**src/pkg/vrc_regs.svh**
```systemverilog
/*
 * Register map, field positions, reset values and codes of the voltage
 * reference control block.
 * Assumes inclusion by bare name from the package and design files.
 */
`ifndef VRC_REGS_SVH
`define VRC_REGS_SVH

// ****************************************************************
// Register indices and byte addresses (one 32-bit word each)
// ****************************************************************
`define VRC_IDX_REF_SELECT       4'h0
`define VRC_IDX_REF_FORCE        4'h1
`define VRC_IDX_REF_STATUS       4'h2
`define VRC_ADDR_W               12
`define VRC_ADDR_REF_SELECT      12'h000
`define VRC_ADDR_REF_FORCE       12'h004
`define VRC_ADDR_REF_STATUS      12'h008

// ****************************************************************
// Field positions
// ****************************************************************
`define VRC_CONV_SEL_MSB         6
`define VRC_CONV_SEL_LSB         4
`define VRC_SHARED_SEL_MSB       2
`define VRC_SHARED_SEL_LSB       0
`define VRC_CONV_FORCE_BIT       1
`define VRC_SHARED_FORCE_BIT     0
`define VRC_STAT_CONV_EN_BIT     1
`define VRC_STAT_SHARED_EN_BIT   0
`define VRC_STAT_CONV_RES_BIT    5
`define VRC_STAT_SHARED_RES_BIT  4

// ****************************************************************
// Reset values and writable masks
// ****************************************************************
`define VRC_RST_REF_SELECT       8'h00
`define VRC_RST_REF_FORCE        8'h00
`define VRC_MASK_REF_SELECT      8'h77
`define VRC_MASK_REF_FORCE       8'h03

// ****************************************************************
// Selection codes
// ****************************************************************
`define VRC_CODE_0V55            3'h0
`define VRC_CODE_1V1             3'h1
`define VRC_CODE_2V5             3'h2
`define VRC_CODE_4V3             3'h3
`define VRC_CODE_1V5             3'h4

`endif

```
**src/pkg/vrc_pkg.sv**
```systemverilog
/*
 * Types shared by the voltage reference control block.
 * Assumes vrc_regs.svh is on the include path.
 */
package vrc_pkg;

`include "vrc_regs.svh"

    // ****************************************************************
    // Voltage selection codes
    // ****************************************************************
    typedef enum logic [2:0] {
        VRC_V0P55 = `VRC_CODE_0V55,
        VRC_V1P1  = `VRC_CODE_1V1,
        VRC_V2P5  = `VRC_CODE_2V5,
        VRC_V4P3  = `VRC_CODE_4V3,
        VRC_V1P5  = `VRC_CODE_1V5
    } vrc_volt_t;

    // ****************************************************************
    // One reference source as seen by its users
    // ****************************************************************
    // One-hot order: [0]=0.55V [1]=1.1V [2]=1.5V [3]=2.5V [4]=4.3V
    typedef struct packed {
        logic       enable;
        logic [2:0] code;
        logic [4:0] level_onehot;
        logic       reserved;
    } vrc_src_t;

endpackage

```
**src/verilog/vrc_ref_src.sv**
```systemverilog
/*
 * One reference source: enable decision and level decode, registered.
 * Assumes select code, force bit and request all on clk_sys.
 */
`timescale 1ns/1ps

module vrc_ref_src
    import vrc_pkg::*;
(
    // Clock and reset
    input  wire logic     clk_sys,
    input  wire logic     arst_n,
    // Control
    input  wire logic [2:0] sel_code,
    input  wire logic       force_on,
    input  wire logic       request,
    // Source state
    output vrc_src_t        src_ff
);

    // ****************************************************************
    // Decode
    // ****************************************************************
    wire logic       nxt_enable;
    wire logic [4:0] nxt_onehot;
    wire logic       nxt_reserved;

    // Request alone, or force; off when neither
    assign nxt_enable = request | force_on;

    assign nxt_onehot[0] = (sel_code == VRC_V0P55);
    assign nxt_onehot[1] = (sel_code == VRC_V1P1);
    assign nxt_onehot[2] = (sel_code == VRC_V1P5);
    assign nxt_onehot[3] = (sel_code == VRC_V2P5);
    assign nxt_onehot[4] = (sel_code == VRC_V4P3);
    // Reserved codes select no level at all
    assign nxt_reserved  = (sel_code > VRC_V1P5);

    // ****************************************************************
    // State
    // ****************************************************************
    always_ff @(posedge clk_sys or negedge arst_n) begin
        if (!arst_n) begin
            src_ff <= '{enable: 1'b0, code: 3'h0, level_onehot: 5'h01, reserved: 1'b0};
        end else begin
            src_ff <= '{enable: nxt_enable, code: sel_code,
                        level_onehot: nxt_onehot, reserved: nxt_reserved};
        end
    end

endmodule // vrc_ref_src

```
**src/verilog/vrc_top.sv**
```systemverilog
/*
 * Voltage reference control: APB register slave and the enable logic for
 * the converter source and the shared comparator/DAC source. Also holds a
 * read-only status word with the live enable and reserved-code flags of
 * both sources.
 * Assumes APB master and the requesting peripherals run on clk_sys, so
 * no request is synchronised here; an asynchronous requester needs its
 * own two-stage synchroniser in front of this block.
 * Assumes zero wait states are acceptable to the master; pready is
 * tied high.
 */
// Local design decision: the APB slave port.
`timescale 1ns/1ps

`include "vrc_regs.svh"

module vrc_top
    import vrc_pkg::*;
(
    // Clock and reset
    input  wire logic        clk_sys,
    input  wire logic        arst_n,
    // APB slave
    input  wire logic        psel,
    input  wire logic        penable,
    input  wire logic        pwrite,
    input  wire logic [11:0] paddr,
    input  wire logic [31:0] pwdata,
    input  wire logic [3:0]  pstrb,
    output logic      [31:0] prdata,
    output logic             pready,
    output logic             pslverr,
    // Peripheral requests
    input  wire logic        converter_req,
    input  wire logic        comparator_req,
    input  wire logic        dac_req,
    // Reference sources
    output vrc_src_t         converter_ref,
    output vrc_src_t         shared_analog_ref
);

    // ****************************************************************
    // Register storage
    // ****************************************************************
    logic [7:0]  ref_select_ff;
    logic [7:0]  ref_force_ff;
    logic [31:0] prdata_ff;
    logic        pslverr_ff;

    logic [7:0]  nxt_ref_select;
    logic [7:0]  nxt_ref_force;
    logic [31:0] nxt_prdata;
    logic        nxt_pslverr;

    // ****************************************************************
    // Register fields
    // ****************************************************************
    wire logic [2:0] conv_sel;
    wire logic [2:0] shared_sel;
    wire logic       conv_force;
    wire logic       shared_force;

    // Field slices named once, so instances and status agree
    assign conv_sel     = ref_select_ff[`VRC_CONV_SEL_MSB:`VRC_CONV_SEL_LSB];
    assign shared_sel   = ref_select_ff[`VRC_SHARED_SEL_MSB:`VRC_SHARED_SEL_LSB];
    assign conv_force   = ref_force_ff[`VRC_CONV_FORCE_BIT];
    assign shared_force = ref_force_ff[`VRC_SHARED_FORCE_BIT];

    // ****************************************************************
    // Transfer phases
    // ****************************************************************
    wire logic access_phase;
    wire logic setup_phase;
    wire logic rd_setup;

    assign setup_phase  = psel & ~penable;
    assign access_phase = psel & penable;
    assign rd_setup     = setup_phase & ~pwrite;

    // ****************************************************************
    // Address decode
    // ****************************************************************
    wire logic miss_addr;
    wire logic hit_select;
    wire logic hit_force;
    wire logic hit_status;
    wire logic hit_any;
    wire logic wr_lane0;
    wire logic wr_select;
    wire logic wr_force;

    assign hit_select   = (paddr == `VRC_ADDR_REF_SELECT);
    assign hit_force    = (paddr == `VRC_ADDR_REF_FORCE);
    assign hit_status   = (paddr == `VRC_ADDR_REF_STATUS);
    assign hit_any      = hit_select | hit_force | hit_status;
    assign miss_addr    = ~hit_any;
    // Only byte lane 0 carries register bits
    assign wr_lane0     = access_phase & pwrite & pstrb[0];
    assign wr_select    = wr_lane0 & hit_select;
    assign wr_force     = wr_lane0 & hit_force;

    // ****************************************************************
    // Write path
    // ****************************************************************
    wire logic [7:0] wdata_select;
    wire logic [7:0] wdata_force;

    // Unused bits never stored, so they can only read back as zero
    assign wdata_select   = pwdata[7:0] & `VRC_MASK_REF_SELECT;
    assign wdata_force    = pwdata[7:0] & `VRC_MASK_REF_FORCE;
    assign nxt_ref_select = wr_select ? wdata_select : ref_select_ff;
    assign nxt_ref_force  = wr_force  ? wdata_force  : ref_force_ff;

    // ****************************************************************
    // Read path
    // ****************************************************************
    wire logic [7:0] status_byte;
    wire logic [7:0] rd_byte;

    // Live source state for software; lets it see a pending request
    assign status_byte[7:6]                      = 2'h0;
    assign status_byte[`VRC_STAT_CONV_RES_BIT]   = converter_ref.reserved;
    assign status_byte[`VRC_STAT_SHARED_RES_BIT] = shared_analog_ref.reserved;
    assign status_byte[3:2]                      = 2'h0;
    assign status_byte[`VRC_STAT_CONV_EN_BIT]    = converter_ref.enable;
    assign status_byte[`VRC_STAT_SHARED_EN_BIT]  = shared_analog_ref.enable;

    assign rd_byte = hit_select ? ref_select_ff :
                     hit_force  ? ref_force_ff  :
                     hit_status ? status_byte   : 8'h00;

    // Read data captured in setup so it stands through the access phase
    assign nxt_prdata  = rd_setup     ? {24'h000000, rd_byte} :
                         access_phase ? prdata_ff : 32'h00000000;
    // Unmapped addresses answer with an error; status writes are ignored
    assign nxt_pslverr = setup_phase ? miss_addr :
                         access_phase ? pslverr_ff : 1'b0;

    // ****************************************************************
    // Registers
    // ****************************************************************
    always_ff @(posedge clk_sys or negedge arst_n) begin
        if (!arst_n) begin
            ref_select_ff <= `VRC_RST_REF_SELECT;
        end else begin
            ref_select_ff <= nxt_ref_select;
        end
    end

    always_ff @(posedge clk_sys or negedge arst_n) begin
        if (!arst_n) begin
            ref_force_ff <= `VRC_RST_REF_FORCE;
        end else begin
            ref_force_ff <= nxt_ref_force;
        end
    end

    // ****************************************************************
    // Read capture
    // ****************************************************************
    always_ff @(posedge clk_sys or negedge arst_n) begin
        if (!arst_n) begin
            prdata_ff <= 32'h00000000;
        end else begin
            prdata_ff <= nxt_prdata;
        end
    end

    always_ff @(posedge clk_sys or negedge arst_n) begin
        if (!arst_n) begin
            pslverr_ff <= 1'b0;
        end else begin
            pslverr_ff <= nxt_pslverr;
        end
    end

    // ****************************************************************
    // Bus outputs
    // ****************************************************************
    // Zero wait states: every access completes in its first access cycle
    assign pready  = 1'b1;
    assign prdata  = access_phase ? prdata_ff : 32'h00000000;
    assign pslverr = access_phase & pslverr_ff;

    // ****************************************************************
    // Reference sources
    // ****************************************************************
    wire logic shared_req;

    // Either shared user may hold the source on
    assign shared_req = comparator_req | dac_req;

    // ****************************************************************
    // Source instances
    // ****************************************************************

    vrc_ref_src u_converter_src (
        .clk_sys  (clk_sys),
        .arst_n   (arst_n),
        .sel_code (conv_sel),
        .force_on (conv_force),
        .request  (converter_req),
        .src_ff   (converter_ref)
    );

    vrc_ref_src u_shared_src (
        .clk_sys  (clk_sys),
        .arst_n   (arst_n),
        .sel_code (shared_sel),
        .force_on (shared_force),
        .request  (shared_req),
        .src_ff   (shared_analog_ref)
    );

endmodule // vrc_top
```
**config.mk**
```make
export PLATFORM = sky130hd
export DESIGN_NAME = vrc_top
export DESIGN_NICKNAME = d
export VERILOG_FILES = /design/src/pkg/vrc_pkg.sv /design/src/verilog/vrc_ref_src.sv /design/src/verilog/vrc_top.sv
export VERILOG_INCLUDE_DIRS = /design/src /design/src/pkg
export SDC_FILE = /design/constraint.sdc
export NUM_CORES = 1
export LEC_CHECK = 0
export BUFFER_PORTS_ARGS = -buffer_cell sky130_fd_sc_hd__clkbuf_2
export CORE_AREA = 2 2 93 95
export CTS_CLUSTER_DIAMETER = 60
export DETAILED_ROUTE_END_ITERATION = 6
export DIE_AREA = 0 0 95 97
export PLACE_DENSITY = 0.57
export SLEW_MARGIN = 5
export SYNTH_ARGS = -nofsm -noshare
export SYNTH_HDL_FRONTEND = slang
export SYNTH_SLANG_ARGS = --single-unit
```
**constraint.sdc**
```tcl
create_clock -name clk_sys -period 3.1 [get_ports clk_sys]
set_clock_uncertainty 0.1 [all_clocks]
set_input_delay 0.465 -clock clk_sys [delete_from_list [all_inputs] [get_ports clk_sys]]
set_output_delay 0.465 -clock clk_sys [all_outputs]
set_load 0.1 [all_outputs]
```
-- After elaboration in Yosys (flattened, before gate mapping)
Index checks and enable logic that the tools add are counted.
- input bits: 56
- register bits after elaboration: 61
- bitwise operators: 16
- reductions and logical operators: 3
- equal/unequal tests: 11
- magnitude comparators: 2
- multiplexer cells: 7
- operator list (kind ; number):
    $mux W32 ; 2
    $eq A12 B3 Y1 const B ; 1
    $eq A12 B4 Y1 const B ; 1
    $eq A3 B2 Y1 const B ; 4
    $logic_not A12 Y1 ; 1
    $mux W6 ; 2
    $and A1 B1 Y1 ; 8
    $mux W7 ; 1
    $eq A3 B1 Y1 const B ; 2
    $eq A3 B3 Y1 const B ; 2
    $gt A3 B3 Y1 const B ; 2
    $logic_not A3 Y1 ; 2
    $or A1 B1 Y1 ; 5
    $not A1 Y1 ; 3
    $mux W1 ; 2
    $ne A2 B1 Y1 const B ; 1

-- Logic depth before layout (Yosys ltp)
- depth in word-level cells: 5
- mapped depth: 4

-- By module
From an unflattened synthesis, not the netlist that was laid out.
- cell total of the unflattened synthesis: 195
- area total of the unflattened synthesis: 2453.6 µm²
- modules (own cells, without submodules) (module ; seq. area each (µm²) ; area each (µm²) ; cells an instance ; times used):
    vrc_top ; 1026.0 ; 1848.0 ; 161 ; 1
    vrc_ref_src ; 251.5 ; 302.8 ; 17 ; 2

-- Least setup slack after synthesis
No wires, ideal clock.
- path type: input -> output
- start point: input port psel
- end point: output port prdata[27]
- data required time: 2.535 ns
- setup slack: 0.851 ns
- data arrival time: 1.684 ns
- stages on the path: 3
- cells stage by stage: clkbuf_1 clkbuf_1 and3_1
- word-level cells in the longest chain between the ends: 2
- ends and longest elaborated chain (element ; RTL line ; text):
    start: declaration ; vrc_top.sv:24 ; input wire logic psel,
    $and A1 B1 Y1 ; vrc_top.sv:77 ; assign access_phase = psel & penable;
    $mux W32 ; vrc_top.sv:182 ; assign prdata = access_phase ? prdata_ff : 32'h00000000;
    end: declaration ; vrc_top.sv:30 ; output logic [31:0] prdata,
Every way passes these cells.

-- Worst setup path after layout
- start point: input port penable
- end point: output port prdata[10]
- word-level cells in the longest chain between the ends: 2
- ends and longest elaborated chain (element ; RTL line ; text):
    start: declaration ; vrc_top.sv:25 ; input wire logic penable,
    $and A1 B1 Y1 ; vrc_top.sv:77 ;
    $mux W32 ; vrc_top.sv:182 ;
Every way passes these cells.

==> flow_metrics.env <==
export IMPL_result_of_the_run="completed"
export IMPL_drive_gt1_frac=0.394
export IMPL_root_buffer="sky130_fd_sc_hd__clkbuf_8"
export IMPL_timing_critical_path_required_ns=2.53
export IMPL_finish_instance_area_mm2=0.00311
export IMPL_numCtsBuffers=9
export IMPL_final_util=0.383
export IMPL_drt_initial_drc_count=36
export IMPL_number_of_cells_traversed_by_the_worst_register_to_register_path=3
export IMPL_period_needed_ns=2.43
export IMPL_r2r_setup_slk_ns=1.91
export IMPL_routed_wirelength_mm=5.59
export IMPL_drc_errors=0
export IMPL_die_y_um=97
export IMPL_critPathMaxFanout=37
export IMPL_cell_occurring_most_often_along_the_worst_timing_path="sky130_fd_sc_hd__clkbuf_2"
export IMPL_grt_first_pass_wirelength_mm=8.87
export IMPL_placeableCoreArea_mm2=0.00813
export IMPL_width_of_the_die_um=95
export IMPL_setup_crit_end_kind="primary output"
export IMPL_postRouteAntennaNets=0
export IMPL_globalRouteOverflowTotal=0
export IMPL_worst_path_max_delay_cell="sky130_fd_sc_hd__clkbuf_2"
export IMPL_final_weighted_congestion_in_routability_driven_placement=0.676
export IMPL_syn_avg_cell_area_um2=12.4
export IMPL_grt_setup_unrepaired="no"
export IMPL_antenna_cells=0
export IMPL_sink_count_of_the_clock_tree=61
export IMPL_finish_net_count=330
export IMPL_die_area_mm2=0.00922
export IMPL_post_cts_repair_setup_buffers=0
export IMPL_grt_usage=0.128
export IMPL_r2r_start="ref_select_ff[0]"
export IMPL_rr_endpoint="prdata_ff[0]"
export IMPL_yosys_most_used_dff="sky130_fd_sc_hd__dfrtp_1"
export IMPL_ctsHtreeMaxLevel=3
export IMPL_ctsResizeCount=0
export IMPL_max_cap_violations=0
export IMPL_powerDensity_mw_per_mm2=509
export IMPL_placement_io_buffers=79
export IMPL_start_kind="input pin"
export IMPL_synth_ff_latch_count=61
export IMPL_asyncSetResetFlopFracSynth=1.00
export IMPL_maxClockFrequency_mhz=411
export IMPL_distinct_cell_type_count_of_the_synthesized_netlist=32
export IMPL_finalCritPeriodShare=0.785
export IMPL_clock_insertion_delay_worst_skew_ns=0.33
export IMPL_cts_max_path_buffers=2
export IMPL_std_cell_rows=33
export IMPL_cp_data_arrival_time_ns=1.87
export IMPL_drt_pass_1_iters=4
export IMPL_viasPerCell=4.55
export IMPL_timing_max_slew_rel_slack=0.439
export IMPL_floorplan_initialDensity=0.298
export IMPL_hold_path_class="input pin to async pin"
export IMPL_io_pins=110
export IMPL_hpwlAfterDp_mm=3.80
export IMPL_syn_inst=196
export IMPL_number_of_synthesized_flops_with_an_enable_pin=0
export IMPL_worst_slew_pin_transition_ns=0.841
export IMPL_synthToLayoutAreaGrowth_pct=28.3
export IMPL_leakage_nw=1.83
export IMPL_number_of_antenna_violations_at_the_first_check_in_global_routing=0
export IMPL_syn_area_mm2=0.00243
export IMPL_seq_area_frac_synth=0.630
export IMPL_ordered_list_of_cells_on_the_worst_path="clkbuf_2 -> buf_4 -> and3_1 -> clkbuf_2"
export IMPL_avgRoutedWirePerCell_um=14.5
export IMPL_critical_path_n_buffers_inverters=3
export IMPL_vias_in_the_first_global_route=1632
export IMPL_pin_count_of_the_biggest_net_entering_global_routing=38
export IMPL_synth_warnings=0
export IMPL_path_delay_family="buffers and inverters"
export IMPL_tritoncts="yes"
export IMPL_vias=1746
export IMPL_crit_type="input pin to primary output"
export IMPL_placed_cell_area_mm2=0.00292
export IMPL_fin_setup_tns_ns=0
export IMPL_worst_supply_voltage_drop_on_vdd_uv=214
export IMPL_postSynthNetCount=252
export IMPL_setup_violations_final=0
export IMPL_timing_critical_path_slowest_cell_delay_ns=0.45
export IMPL_timing_max_transition_violations_final=0
export IMPL_timing_hold_violations_final=0
export IMPL_holdBufCountCts=0
export IMPL_clock_transition_at_path_regs_ns=0.06
## state kept, by name, summed over array words and instances (netlist names)
register,cells
u_converter_src.src_ff,10
u_shared_src.src_ff,10
ref_select_ff,6
prdata_ff,32
pslverr_ff,1
ref_force_ff,2
## worst reg2reg max path: stages, from the launching register on
cell,delay (ns)
sky130_fd_sc_hd__dfrtp_1,0.47
sky130_fd_sc_hd__nor4_1,0.26
sky130_fd_sc_hd__o31a_1,0.18
sky130_fd_sc_hd__o21bai_1,0.06
## cell families (layout without fill, tap and decap cells)
family / count (synthesis) / after routing / share of synthesized area
AO/OA/AOI/OAI: 11 / 11 / 0.0340
buffers and inverters: 17 / 100 / 0.0309
flip-flops: 61 / 61 / 0.630
multiplexers: 10 / 10 / 0.0454
other: 1 / 1 / 0.00155
AND/OR/NAND/NOR: 96 / 96 / 0.258
## layout make-up
type	instances	area [µm²]
Fill cell	830	5020
Sequential cell	61	1530
Multi-Input combinational cell	118	822
Timing Repair Buffer	82	430
Clock buffer	12	145
Tap cell	105	131
Clock inverter	4	47.5
Inverter	2	7.51
## Yosys cell counts (all sizes together) (3+ instances only)
| master | n | area (µm²) |
|---|---|---|
| or4 | 3 | 26.3 |
| clkbuf | 13 | 48.8 |
| nor3b | 7 | 52.6 |
| nand2 | 4 | 15.0 |
| nand4 | 3 | 18.8 |
| o21bai | 4 | 30.0 |
| mux2 | 8 | 90.1 |
| dfrtp | 59 | 1480 |
| and3 | 58 | 363 |
| nor4 | 6 | 52.6 |
## worst max path at each step
stage	end	cells past startpoint	startpoint	slack, ns
after floorplan	prdata[27]	3	psel	0.85
after global placement	prdata[14]	4	penable	0.67
after detailed placement	prdata[10]	4	penable	0.68
after CTS	prdata[11]	4	penable	0.68
after global routing	prdata[13]	4	penable	0.52
final	prdata[10]	4	penable	0.67
## report_power, final
| part | internal [W] | switching, W | leakage (nW) |
|---|---|---|---|
| Clock | 0.000391 | 0.000297 | 0.0964 |
| Combinational | 0.0000258 | 0.0000701 | 0.898 |
| Sequential | 0.000799 | 0.00000150 | 0.838 |
## layer usage
metal	vias up	GRT usage	wire length [µm]	share of wire
met5	-	0	0	0
met4	0	0.0468	75	0.013
met3	7	0.0506	404	0.072
met2	57	0.179	2420	0.43
met1	824	0.178	2680	0.48
li1	858	-	-	-
## metrics by stage
stage / power, W / hold WS (ns) / instances / worst slack [ns]
finish: 0.00158 / 0.126 / 384 / 0.668
global route: 0.00166 / 0.169 / 384 / 0.524
CTS: 0.00162 / 0.136 / 384 / 0.676
detailed placement: 0.000912 / 0.386 / 368 / 0.681
global placement: 0.000911 / 0.360 / 368 / 0.671
floorplan: 0.000866 / 0.0694 / 196 / 0.851
## cells in the final DEF (no fill, tap or decap), drive strengths merged, types with 2 or more instances in the layout
cell type	instances
nor3b	7
nor3	2
inv	2
o21bai	4
nand4	3
buf	3
o21a	2
nor4	6
and3	58
nor2	2
clkbuf	91
nand3b	2
or4	3
and3b	2
mux2	8
o31a	2
dfrtp	59
o31ai	2
nand2	4
dfstp	2
nor2b	2
mux2i	2
clkinv	2
Power figures use the tool's default switching activity.
